$ cat src/shared/maint_timing_pkg.sv
// constants, register layouts and reset values for channel maintenance timing
`default_nettype none
package maint_timing_pkg;
  localparam logic [7:0] OFS_POWER_STATE_TIMING = 8'h90;
  localparam logic [7:0] OFS_CALIBRATION_TIMING = 8'h94;
  localparam logic [7:0] OFS_IMPEDANCE_COMP_PARAMS = 8'h98;

  localparam int unsigned CLK_PERIOD_NS = 4;
  localparam int unsigned ZQCS_UNIT_SHIFT = 4;
  localparam int unsigned ZQCL_UNIT_SHIFT = 5;

  // power_state_timing layout, bit 31 down to 0
  typedef struct packed {
    logic [7:0] rank_idle_count;
    logic [2:0] powerdown_exit_delay;
    logic [9:0] selfrefresh_exit_locked_delay;
    logic [7:0] selfrefresh_exit_delay;
    logic [2:0] min_clock_enable_pulse;
  } power_state_t;

  typedef struct packed {
    logic reserved;
    logic parallel_calibration_enable;
    logic periodic_calibration_enable;
    logic [20:0] calibration_interval;
    logic [2:0] short_calibration_delay;
    logic [4:0] long_calibration_delay;
  } calibration_t;

  typedef struct packed {
    logic [14:0] reserved;
    logic comp_enable;
    logic [5:0] comp_cmd_update_delay;
    logic [5:0] comp_block_length;
    logic [3:0] comp_interval;
  } comp_params_t;

  localparam logic [31:0] POWER_STATE_RESET = 32'h0000_0000;
  localparam logic PARALLEL_CAL_RESET = 1'b1;
  localparam logic PERIODIC_CAL_RESET = 1'b1;
  localparam logic [20:0] CAL_INTERVAL_RESET = 21'd16410;
  localparam logic [2:0] SHORT_CAL_RESET = 3'h4;
  localparam logic [4:0] LONG_CAL_RESET = 5'h00;
  localparam logic COMP_ENABLE_RESET = 1'b1;
  localparam logic [5:0] COMP_CMD_DELAY_RESET = 6'h02;
  localparam logic [5:0] COMP_LENGTH_RESET = 6'h09;
  localparam logic [3:0] COMP_INTERVAL_RESET = 4'h0;

  localparam calibration_t CALIBRATION_RESET = '{1'b0, PARALLEL_CAL_RESET,
      PERIODIC_CAL_RESET, CAL_INTERVAL_RESET, SHORT_CAL_RESET, LONG_CAL_RESET};
  localparam comp_params_t COMP_PARAMS_RESET = '{15'h0000, COMP_ENABLE_RESET,
      COMP_CMD_DELAY_RESET, COMP_LENGTH_RESET, COMP_INTERVAL_RESET};
endpackage
`default_nettype wire

$ cat src/hdl/maint_timing.sv
// channel power-state, calibration and compensation timing engine
`default_nettype none
module maint_timing
  import maint_timing_pkg::*;
#(
  parameter int unsigned NUM_RANKS = 2,
  parameter int unsigned MAINT_TICK_CYCLES = 8192
) (
  // clock and reset
  input wire logic i_clk,
  input wire logic i_rst,
  // configuration access
  input wire logic i_cfg_wr,
  input wire logic i_cfg_rd,
  input wire logic [7:0] i_cfg_addr,
  input wire logic [31:0] i_cfg_wdata,
  output logic [31:0] o_cfg_rdata,
  output logic o_cfg_rvalid,
  // scheduler status
  input wire logic [NUM_RANKS-1:0] i_rank_pending,
  input wire logic i_sr_exit,
  input wire logic i_zqcl_req,
  // clock enable and power-down
  output logic o_cke,
  output logic o_pde_req,
  output logic o_pd_fast_exit,
  // command holds
  output logic o_cmd_hold,
  output logic o_dll_cmd_hold,
  // calibration commands
  output logic o_zqcs_req,
  output logic o_zqcl_req,
  output logic [NUM_RANKS-1:0] o_zq_rank_mask,
  // impedance compensation and maintenance tick
  output logic o_comp_block,
  output logic o_comp_cmd_update,
  output logic o_comp_data_update,
  output logic o_maint_tick
);
  localparam int unsigned TW = $clog2(MAINT_TICK_CYCLES);
  localparam logic [TW-1:0] TICK_LAST = TW'(MAINT_TICK_CYCLES - 1);

  function automatic logic [NUM_RANKS-1:0] lowest_bit(input logic [NUM_RANKS-1:0] x);
    lowest_bit = x & (~x + NUM_RANKS'(1));
  endfunction

  power_state_t pst_q;
  calibration_t cal_q;
  comp_params_t cmp_q;
  logic [TW-1:0] tick_cnt_q;
  logic tick_q;
  logic [7:0] idle_cnt_q [NUM_RANKS];
  logic all_idle;
  logic cke_q;
  logic [2:0] cke_age_q;
  logic cke_ok;
  logic [2:0] xp_cnt_q;
  logic [7:0] xs_cnt_q;
  logic [9:0] xsdll_cnt_q;
  logic [9:0] zq_wait_q;
  logic [20:0] zq_int_cnt_q;
  logic [NUM_RANKS-1:0] zqcs_pend_q;
  logic [NUM_RANKS-1:0] zqcl_pend_q;
  logic [3:0] comp_int_cnt_q;
  logic comp_pend_q;
  logic comp_active_q;
  logic [5:0] comp_pos_q;
  logic [5:0] comp_len;
  logic cmd_path_free;
  logic comp_go;
  logic zq_go;
  logic zq_long;
  logic [NUM_RANKS-1:0] zq_mask;
  logic maint_busy;
  logic pd_enter;
  logic pd_exit;

  // configuration registers
  always_ff @(posedge i_clk or posedge i_rst) begin
    if (i_rst) begin
      pst_q <= power_state_t'(POWER_STATE_RESET);
      cal_q <= CALIBRATION_RESET;
      cmp_q <= COMP_PARAMS_RESET;
    end else if (i_cfg_wr) begin
      case (i_cfg_addr)
        OFS_POWER_STATE_TIMING: pst_q <= power_state_t'(i_cfg_wdata);
        OFS_CALIBRATION_TIMING: begin
          cal_q <= calibration_t'(i_cfg_wdata);
          cal_q.reserved <= 1'b0;
        end
        OFS_IMPEDANCE_COMP_PARAMS: begin
          cmp_q <= comp_params_t'(i_cfg_wdata);
          cmp_q.reserved <= 15'h0000;
        end
        default: ;
      endcase
    end
  end

  // read answer one cycle after the strobe, unmapped reads zero
  always_ff @(posedge i_clk or posedge i_rst) begin
    if (i_rst) begin
      o_cfg_rdata <= 32'h0000_0000;
      o_cfg_rvalid <= 1'b0;
    end else begin
      o_cfg_rvalid <= i_cfg_rd;
      if (i_cfg_rd) begin
        case (i_cfg_addr)
          OFS_POWER_STATE_TIMING: o_cfg_rdata <= pst_q;
          OFS_CALIBRATION_TIMING: o_cfg_rdata <= cal_q;
          OFS_IMPEDANCE_COMP_PARAMS: o_cfg_rdata <= cmp_q;
          default: o_cfg_rdata <= 32'h0000_0000;
        endcase
      end
    end
  end

  // maintenance time base
  always_ff @(posedge i_clk or posedge i_rst) begin
    if (i_rst) begin
      tick_cnt_q <= '0;
      tick_q <= 1'b0;
    end else begin
      tick_q <= (tick_cnt_q == TICK_LAST);
      tick_cnt_q <= (tick_cnt_q == TICK_LAST) ? '0 : tick_cnt_q + TW'(1);
    end
  end
  assign o_maint_tick = tick_q;

  // per-rank idle counters, saturating
  always_ff @(posedge i_clk or posedge i_rst) begin
    if (i_rst) begin
      for (int r = 0; r < NUM_RANKS; r++) begin
        idle_cnt_q[r] <= 8'h00;
      end
    end else begin
      for (int r = 0; r < NUM_RANKS; r++) begin
        if (i_rank_pending[r]) begin
          idle_cnt_q[r] <= 8'h00;
        end else if (idle_cnt_q[r] != 8'hFF) begin
          idle_cnt_q[r] <= idle_cnt_q[r] + 8'h01;
        end
      end
    end
  end

  // shared clock enable: every rank must be idle long enough
  always_comb begin
    all_idle = 1'b1;
    for (int r = 0; r < NUM_RANKS; r++) begin
      if (i_rank_pending[r] || (idle_cnt_q[r] < pst_q.rank_idle_count)) begin
        all_idle = 1'b0;
      end
    end
  end

  assign cke_ok = (cke_age_q >= pst_q.min_clock_enable_pulse);
  assign maint_busy = (|zqcs_pend_q) | (|zqcl_pend_q) | comp_pend_q | comp_active_q
                      | (zq_wait_q != 10'h000);
  assign pd_enter = cke_q & cke_ok & all_idle & ~maint_busy & (xp_cnt_q == 3'h0)
                    & (xs_cnt_q == 8'h00) & (xsdll_cnt_q == 10'h000) & ~i_sr_exit;
  assign pd_exit = ~cke_q & cke_ok & ((|i_rank_pending) | maint_busy | i_zqcl_req);

  // clock enable level and its age
  always_ff @(posedge i_clk or posedge i_rst) begin
    if (i_rst) begin
      cke_q <= 1'b1;
      cke_age_q <= 3'h0;
      o_pde_req <= 1'b0;
    end else begin
      o_pde_req <= pd_enter;
      if (pd_enter | pd_exit) begin
        cke_q <= ~cke_q;
        cke_age_q <= 3'h1;
      end else if (cke_age_q != 3'h7) begin
        cke_age_q <= cke_age_q + 3'h1;
      end
    end
  end
  assign o_cke = cke_q;
  assign o_pd_fast_exit = 1'b1;

  // exit hold counters
  always_ff @(posedge i_clk or posedge i_rst) begin
    if (i_rst) begin
      xp_cnt_q <= 3'h0;
      xs_cnt_q <= 8'h00;
      xsdll_cnt_q <= 10'h000;
    end else begin
      if (pd_exit) begin
        xp_cnt_q <= pst_q.powerdown_exit_delay;
      end else if (xp_cnt_q != 3'h0) begin
        xp_cnt_q <= xp_cnt_q - 3'h1;
      end
      if (i_sr_exit) begin
        xs_cnt_q <= pst_q.selfrefresh_exit_delay;
        xsdll_cnt_q <= pst_q.selfrefresh_exit_locked_delay;
      end else begin
        if (xs_cnt_q != 8'h00) begin
          xs_cnt_q <= xs_cnt_q - 8'h01;
        end
        if (xsdll_cnt_q != 10'h000) begin
          xsdll_cnt_q <= xsdll_cnt_q - 10'h001;
        end
      end
    end
  end

  // arbitration: compensation first, then long, then short calibration
  assign cmd_path_free = cke_q & (xp_cnt_q == 3'h0) & (xs_cnt_q == 8'h00)
                         & (zq_wait_q == 10'h000) & ~comp_active_q & ~pd_enter;
  assign comp_go = comp_pend_q & cmd_path_free;
  assign zq_long = |zqcl_pend_q;
  assign zq_go = cmd_path_free & ~comp_go & (zq_long | (|zqcs_pend_q));
  // parallel mode hits every pending rank, else one rank at a time
  assign zq_mask = cal_q.parallel_calibration_enable ?
                   (zq_long ? zqcl_pend_q : zqcs_pend_q) :
                   lowest_bit(zq_long ? zqcl_pend_q : zqcs_pend_q);

  // calibration scheduling and post-command wait
  always_ff @(posedge i_clk or posedge i_rst) begin
    if (i_rst) begin
      zq_int_cnt_q <= 21'h000000;
      zqcs_pend_q <= '0;
      zqcl_pend_q <= '0;
      zq_wait_q <= 10'h000;
      o_zqcs_req <= 1'b0;
      o_zqcl_req <= 1'b0;
      o_zq_rank_mask <= '0;
    end else begin
      o_zqcs_req <= zq_go & ~zq_long;
      o_zqcl_req <= zq_go & zq_long;
      o_zq_rank_mask <= zq_go ? zq_mask : '0;
      if (zq_go) begin
        zq_wait_q <= zq_long ? {cal_q.long_calibration_delay, 5'h00}
                             : {3'h0, cal_q.short_calibration_delay, 4'h0};
      end else if (zq_wait_q != 10'h000) begin
        zq_wait_q <= zq_wait_q - 10'h001;
      end
      if (tick_q & cal_q.periodic_calibration_enable) begin
        if (zq_int_cnt_q + 21'h000001 >= cal_q.calibration_interval) begin
          zq_int_cnt_q <= 21'h000000;
        end else begin
          zq_int_cnt_q <= zq_int_cnt_q + 21'h000001;
        end
      end
      // a new due event wins over the clear of the issued ranks
      if (tick_q & cal_q.periodic_calibration_enable
          & (zq_int_cnt_q + 21'h000001 >= cal_q.calibration_interval)) begin
        zqcs_pend_q <= '1;
      end else if (!cal_q.periodic_calibration_enable) begin
        zqcs_pend_q <= '0;
      end else if (zq_go & ~zq_long) begin
        zqcs_pend_q <= zqcs_pend_q & ~zq_mask;
      end
      if (i_zqcl_req) begin
        zqcl_pend_q <= '1;
      end else if (zq_go & zq_long) begin
        zqcl_pend_q <= zqcl_pend_q & ~zq_mask;
      end
    end
  end

  // compensation interval and blocking window
  assign comp_len = (cmp_q.comp_block_length == 6'h00) ? 6'h01 : cmp_q.comp_block_length;
  always_ff @(posedge i_clk or posedge i_rst) begin
    if (i_rst) begin
      comp_int_cnt_q <= 4'h0;
      comp_pend_q <= 1'b0;
      comp_active_q <= 1'b0;
      comp_pos_q <= 6'h00;
      o_comp_cmd_update <= 1'b0;
      o_comp_data_update <= 1'b0;
    end else begin
      if (tick_q & cmp_q.comp_enable) begin
        comp_int_cnt_q <= (comp_int_cnt_q >= cmp_q.comp_interval) ? 4'h0
                          : comp_int_cnt_q + 4'h1;
      end
      if (tick_q & cmp_q.comp_enable & (comp_int_cnt_q >= cmp_q.comp_interval)) begin
        comp_pend_q <= 1'b1;
      end else if (comp_go | ~cmp_q.comp_enable) begin
        comp_pend_q <= 1'b0;
      end
      o_comp_cmd_update <= comp_active_q & (comp_pos_q == cmp_q.comp_cmd_update_delay);
      o_comp_data_update <= comp_active_q & (comp_pos_q == comp_len - 6'h01);
      if (comp_go) begin
        comp_active_q <= 1'b1;
        comp_pos_q <= 6'h00;
      end else if (comp_active_q) begin
        if (comp_pos_q == comp_len - 6'h01) begin
          comp_active_q <= 1'b0;
        end
        comp_pos_q <= comp_pos_q + 6'h01;
      end
    end
  end
  assign o_comp_block = comp_active_q;

  assign o_cmd_hold = ~cke_q | (xp_cnt_q != 3'h0) | (xs_cnt_q != 8'h00)
                      | (zq_wait_q != 10'h000) | comp_active_q | zq_go | comp_go;
  assign o_dll_cmd_hold = o_cmd_hold | (xsdll_cnt_q != 10'h000);
endmodule
`default_nettype wire

$ cat config.mk
export PLATFORM = sky130hd
export DESIGN_NAME = maint_timing
export DESIGN_NICKNAME = d
export VERILOG_FILES = /design/src/shared/maint_timing_pkg.sv /design/src/hdl/maint_timing.sv
export SDC_FILE = /design/constraint.sdc
export NUM_CORES = 1
export LEC_CHECK = 0
export ABC_CLOCK_PERIOD_IN_PS = 6600
export BUFFER_PORTS_ARGS = -buffer_cell sky130_fd_sc_hd__buf_2
export CAP_MARGIN = 10
export CORE_MARGIN = 4
export CORE_UTILIZATION = 30
export DETAILED_ROUTE_END_ITERATION = 12
export SLEW_MARGIN = 20
export SYNTH_ARGS = -nofsm -noshare
export SYNTH_HDL_FRONTEND = slang
export SYNTH_SLANG_ARGS = --single-unit
$ cat constraint.sdc
create_clock -name i_clk -period 6.6 [get_ports i_clk]
set_input_delay 0.66 -clock i_clk [delete_from_list [all_inputs] [get_ports i_clk]]
set_output_delay 0.66 -clock i_clk [all_outputs]
set_load 0.03 [all_outputs]
* Yosys cells after proc, flatten, opt, wreduce, memory -nomap -nowiden
Cells that the tools add are included.
** Word-level totals
- Flip-flop bits (word level) :: 222
- Input bits :: 48
** Cells by class
- Add/subtract/negate cells :: 13
- Order comparisons :: 5
- Equality and inequality tests :: 10
- Multiplexer cells :: 37
- Bitwise operators :: 53
- Reductions and logical operators :: 27
** Operators with widths (count)
- 32-bit case mux with 3 select lines :: 1
- 10-bit 2-to-1 mux :: 5
- 8-bit 2-to-1 mux :: 6
- 1-bit bitwise AND :: 25
- 8-bit == test, second input constant :: 3
- 21-bit by 1-bit adder with 21-bit output, second input constant :: 1
- 21-bit greater-or-equal comparator :: 1
- 21-bit 2-to-1 mux :: 1
- 10-bit logical NOT :: 2
- 10-bit nonzero test :: 2
- 2-bit nonzero test :: 10
- 10-bit by 1-bit subtractor with 10-bit output, second input constant :: 2
- 6-bit 2-to-1 mux :: 3
- 8-bit by 1-bit adder with 8-bit output, second input constant :: 2
- 8-bit < comparator :: 2
- 2-bit 2-to-1 mux :: 8
- 8-bit inequality test, second input constant :: 2
- 1-bit bitwise OR :: 15
- 13-bit by 1-bit adder with 13-bit output, second input constant :: 1
- 13-bit == test, second input constant :: 1
- 13-bit 2-to-1 mux :: 1
- 6-bit == test :: 2
- 3-bit 2-to-1 mux :: 4
- 8-bit logical NOT :: 1
- 23 further kinds :: 44

* Logic depth before layout (Yosys ltp)
- Word-level depth :: 21
- Mapped depth :: 14
- Depth with buffers taken out :: 13

* Least setup slack after synthesis
No wires, ideal clock.
- Path type :: register to register
- Start :: register zq_int_cnt_q[2]
- End :: register zqcs_pend_q[1]
- Library setup time :: 0.122 ns
- Arrival time :: 3.680 ns
- Required time :: 6.478 ns
- Setup slack :: 2.799 ns
- Cell stages (with the launch flop) :: 15
- Path buffers :: 2
- Cell sequence :: dfrtp_1 -> clkbuf_1 -> nand2_1 -> nor4_1 -> nand2_1 -> o21a_1 -> or2_2 -> ha_1 -> and4_1 -> nand2_1 -> a31oi_1 -> a2111oi_0 -> clkbuf_1 -> nand2_1 -> a32o_1
** On the way
- Longest elaborated chain between the ends :: 4
- Elaborated cells between the ends (all ways) :: 5
- Classes of those cells :: add/sub (1); order compare (1); eq/ne (1); mux (1); bitwise (1)
** Ends and longest elaborated chain
- start: declaration :: line maint_timing.sv:61 : logic [20:0] zq_int_cnt_q;
- start signal: assignment :: line maint_timing.sv:244 : zq_int_cnt_q <= zq_int_cnt_q + 21'h000001;
- 21-bit by 1-bit adder with 21-bit output * :: line maint_timing.sv:249 : & (zq_int_cnt_q + 21'h000001 >= cal_q.calibration_interval)) begin
- 21-bit greater-or-equal comparator * :: line maint_timing.sv:249
- 1-bit bitwise AND * :: line maint_timing.sv:249
- 3-bit by 1-bit inequality test with 1-bit output (no line) or 2-bit 2-to-1 mux (tied branches)
- end signal: assignment :: line maint_timing.sv:254 : zqcs_pend_q <= zqcs_pend_q & ~zq_mask;
- end: declaration :: line maint_timing.sv:62 : logic [NUM_RANKS-1:0] zqcs_pend_q;
Every way passes the cells marked *; elsewhere a longest branch is shown, timed or not.
A chain may end at the register's enable or synchronous reset.

* Final worst setup path
- Start :: register zq_int_cnt_q[0]
- End :: register zq_int_cnt_q[19]
** On the way
- Longest elaborated chain between the ends :: 3
** Ends and longest elaborated chain
- 21-bit by 1-bit adder with 21-bit output * :: line maint_timing.sv:241, maint_timing.sv:244
- 21-bit greater-or-equal comparator :: line maint_timing.sv:241 : if (zq_int_cnt_q + 21'h000001 >= cal_q.calibration_interval) begin
- 21-bit 2-to-1 mux * :: line maint_timing.sv:241
Marked as above.

==> results.cfg <==
[worst_setup_path]
cp.required_ns = 7.01
cp_cell_sequence = ha_1 > nand4_1 > nor3_1 > and3_1 > nand3_1 > xnor2_1 > ha_1 > and4_1 > nand2_1 > a31oi_1 > a2111oi_2 > buf_4 > nand3_1 > o41ai_1
startpoint = zq_int_cnt_q[0]
r2r_start = zq_int_cnt_q[0]
worst_setup_path_start_kind = register
crit_slowest_cell = nor3_1
worst_setup_path_end_kind = register
cp_max_fo = 21
crit_arrival_ns = 4.88
path_delay_family = simple AND/OR/NAND/NOR gates
cpPeakStageDelay_ns = 0.73
crit_buf_inv = 1
path_class = register to register

[sta]
hold_viol_final = 0
period_minus_slack_ns = 4.47
rsz0062_at_grt = false
max_freq_mhz = 224
setup_viol = 0
setup_tns_ns = 0
layout_worst_path_cycle_share = 0.677
slew_violations = 0
worst_slew_pin_slew_ns = 0.945
fin_skew_ns = 0.00918
slew_headroom = 0.369

[grt]
antenna_found_initial = 1
grt_max_degree = 134
gr-total-overflow = 0
grt_pass1_wl_mm = 46.2
grt_usage = 0.136
grt_pass1_vias = 8571

[final_layout]
final_cell_mix = dfrtp_1 (210), nor2_1 (95), mux2_2 (94)
layout_commonest_cell = dfrtp_1
drive_gt1_frac = 0.218
area_growth_pct = 17.3
antennaDiodeCount = 0
fill_cells = 3749
finalNetCount = 1294
fin_util = 0.356
final_cells = 1721

[synth]
ys_ff_latch = 222
synth_ff_type = dfrtp_1
netlist_area_um2 = 11400
ys_seq_area_frac = 0.489
synth_edf_count = 0
async_reset_ff_frac = 1.00
synth_nets = 1210
synth_cell_types = 59
yosysWarnings = 0
synth_area_per_cell_um2 = 10.3
postSynthCellCount = 1106

[pwr]
ir_drop_v = 0.000170
power.switching_mw = 1.06
p_per_area_nw_per_um2 = 284
seqPwrFrac = 0.426
intPower_mw = 2.73
leakage_nw = 6.24
pwr-share-comb = 0.175
switching_share = 0.280
p_clk_frac = 0.399
finalPower_mw = 3.79

[routing]
wire_per_inst_um = 16.4
dr_total_vias = 8395
ant_nets = 0
viasPerCell = 4.88
drc_errors = 0
drtIter0Drc = 459
first_pass_iters = 5
wl_mm = 28.3

[place]
portBuffers = 92
dpl.cell_count = 1672
dp_hpwl_mm = 20.0
gp_congestion = 0.834

[cts]
clock-sinks = 222
cts_root_buffer = clkbuf_16
postCtsSetupBuffers = 0
clk_pin_slew_ns = 0.06
holdBufCountCts = 0
cts_tree = yes
clk_latency_ns = 0.52
cts_buffers = 26
cts_max_path_buffers = 3
htreeDepth = 1
cts_resized = 0

[die]
die_h_um = 203
rows = 71
die_x_um = 203
start_util = 0.303
core_area_um2 = 37600
die_area_um2 = 41100
io_pins = 94

[status]
outcome = finished, final reports clean

[hold_path]
hold_class = input pin to async pin

[job]
cap_violations = 0
==> power by group through the flow <==
stage	combinational, mW	clock, mW	sequential, mW
2_1_floorplan	0.494	0	1.63
3_3_place_gp	0.648	0	1.64
3_5_place_dp	0.669	0	1.64
4_1_cts	0.674	1.56	1.62
5_1_grt	0.760	1.61	1.64
6_report	0.664	1.51	1.62
==> kinds of logic (layout without fill, tap and decap cells) <==
kind of cell / Yosys count / count (layout) / synth area share
buffers and inverters: 115 / 219 / 0.0385
AOI/OAI and AO/OA: 197 / 197 / 0.111
adders and majority gates: 56 / 56 / 0.0615
and+or+nand+nor: 344 / 344 / 0.145
muxes: 106 / 106 / 0.104
other: 1 / 1 / 0.000329
DFF: 222 / 222 / 0.489
xor gates and xnor gates: 65 / 65 / 0.0500
==> synth_stat cells (all sizes together) (4+ instances only) <==
master / instances / area share
ha: 56 / 0.062
nor3b: 4 / 0.0026
a21oi: 54 / 0.024
nor2: 97 / 0.033
o31ai: 6 / 0.0044
a22oi: 31 / 0.020
or4: 4 / 0.0030
clkbuf: 35 / 0.012
nor2b: 5 / 0.0027
nand4: 21 / 0.012
nor4: 13 / 0.0071
xor2: 29 / 0.022
and2: 9 / 0.0049
dfrtp: 210 / 0.46
nand2: 90 / 0.030
nand2b: 8 / 0.0044
mux2i: 12 / 0.011
dfstp: 12 / 0.028
or3: 6 / 0.0033
o22ai: 6 / 0.0033
a21o: 10 / 0.0066
buf: 12 / 0.0045
and3: 16 / 0.0088
xnor2: 36 / 0.028
mux2: 94 / 0.093
inv: 68 / 0.022
o21ai: 40 / 0.018
nor3: 28 / 0.012
a31oi: 11 / 0.0060
a41o: 4 / 0.0035
a211oi: 5 / 0.0033
nand3: 31 / 0.014
==> sequential cells by signal, indices dropped and copies added (netlist names), 4 cells and up <==
signal and flops:
zq_wait_q 10, zq_int_cnt_q 21, pst_q 32, comp_pos_q 6, xs_cnt_q 8, tick_cnt_q 13
cmp_q 17, idle_cnt_q 16, cal_q 31, comp_int_cnt_q 4, o_cfg_rdata 32, xsdll_cnt_q 10
==> worst paths after layout <==
| path | end | slack [ns] | depth (start not counted) |
|---|---|---|---|
| hold reg to reg | tick_cnt_q[8] | 0.47 | 1 |
| hold / removal | o_zq_rank_mask[1] | 0.12 | 2 |
| max in group asynchronous | tick_cnt_q[11] | 5.45 | 3 |
| setup / recovery | zq_int_cnt_q[19] | 2.13 | 14 |
| min in group i_clk | zqcl_pend_q[1] | 0.38 | 2 |
| setup reg to reg | zq_int_cnt_q[19] | 2.13 | 14 |
==> layout make-up <==
class / count / area (um^2) / share of cell area
Clock buffer: 36 / 749 / 0.0561
Clock inverter: 12 / 163 / 0.0122
Inverter: 68 / 259 / 0.0194
Multi-Input combinational cell: 769 / 5400 / 0.404
Sequential cell: 222 / 5570 / 0.417
Tap cell: 511 / 639 / 0.0479
Timing Repair Buffer: 103 / 576 / 0.0431
==> stage by stage <==
step / worst slack (ns) / hold slack, ns / area [um^2]
2_1_floorplan: 2.80 / 0.438 / 11400
3_3_place_gp: 2.28 / 0.454 / 12400
3_5_place_dp: 2.19 / 0.460 / 12400
4_1_cts: 2.16 / 0.126 / 13300
5_1_grt: 1.69 / 0.140 / 13400
6_report: 2.13 / 0.124 / 13400
==> routing by layer <==
layer  part of all wire  up-vias  global-route usage
met5            0.00046        -                   0
met4              0.028        2              0.0371
met3              0.041       55              0.0243
met2               0.45      158               0.218
met1               0.48     4089               0.191
li1                   -     4091                   -
Power figures use the tool's default switching activity.
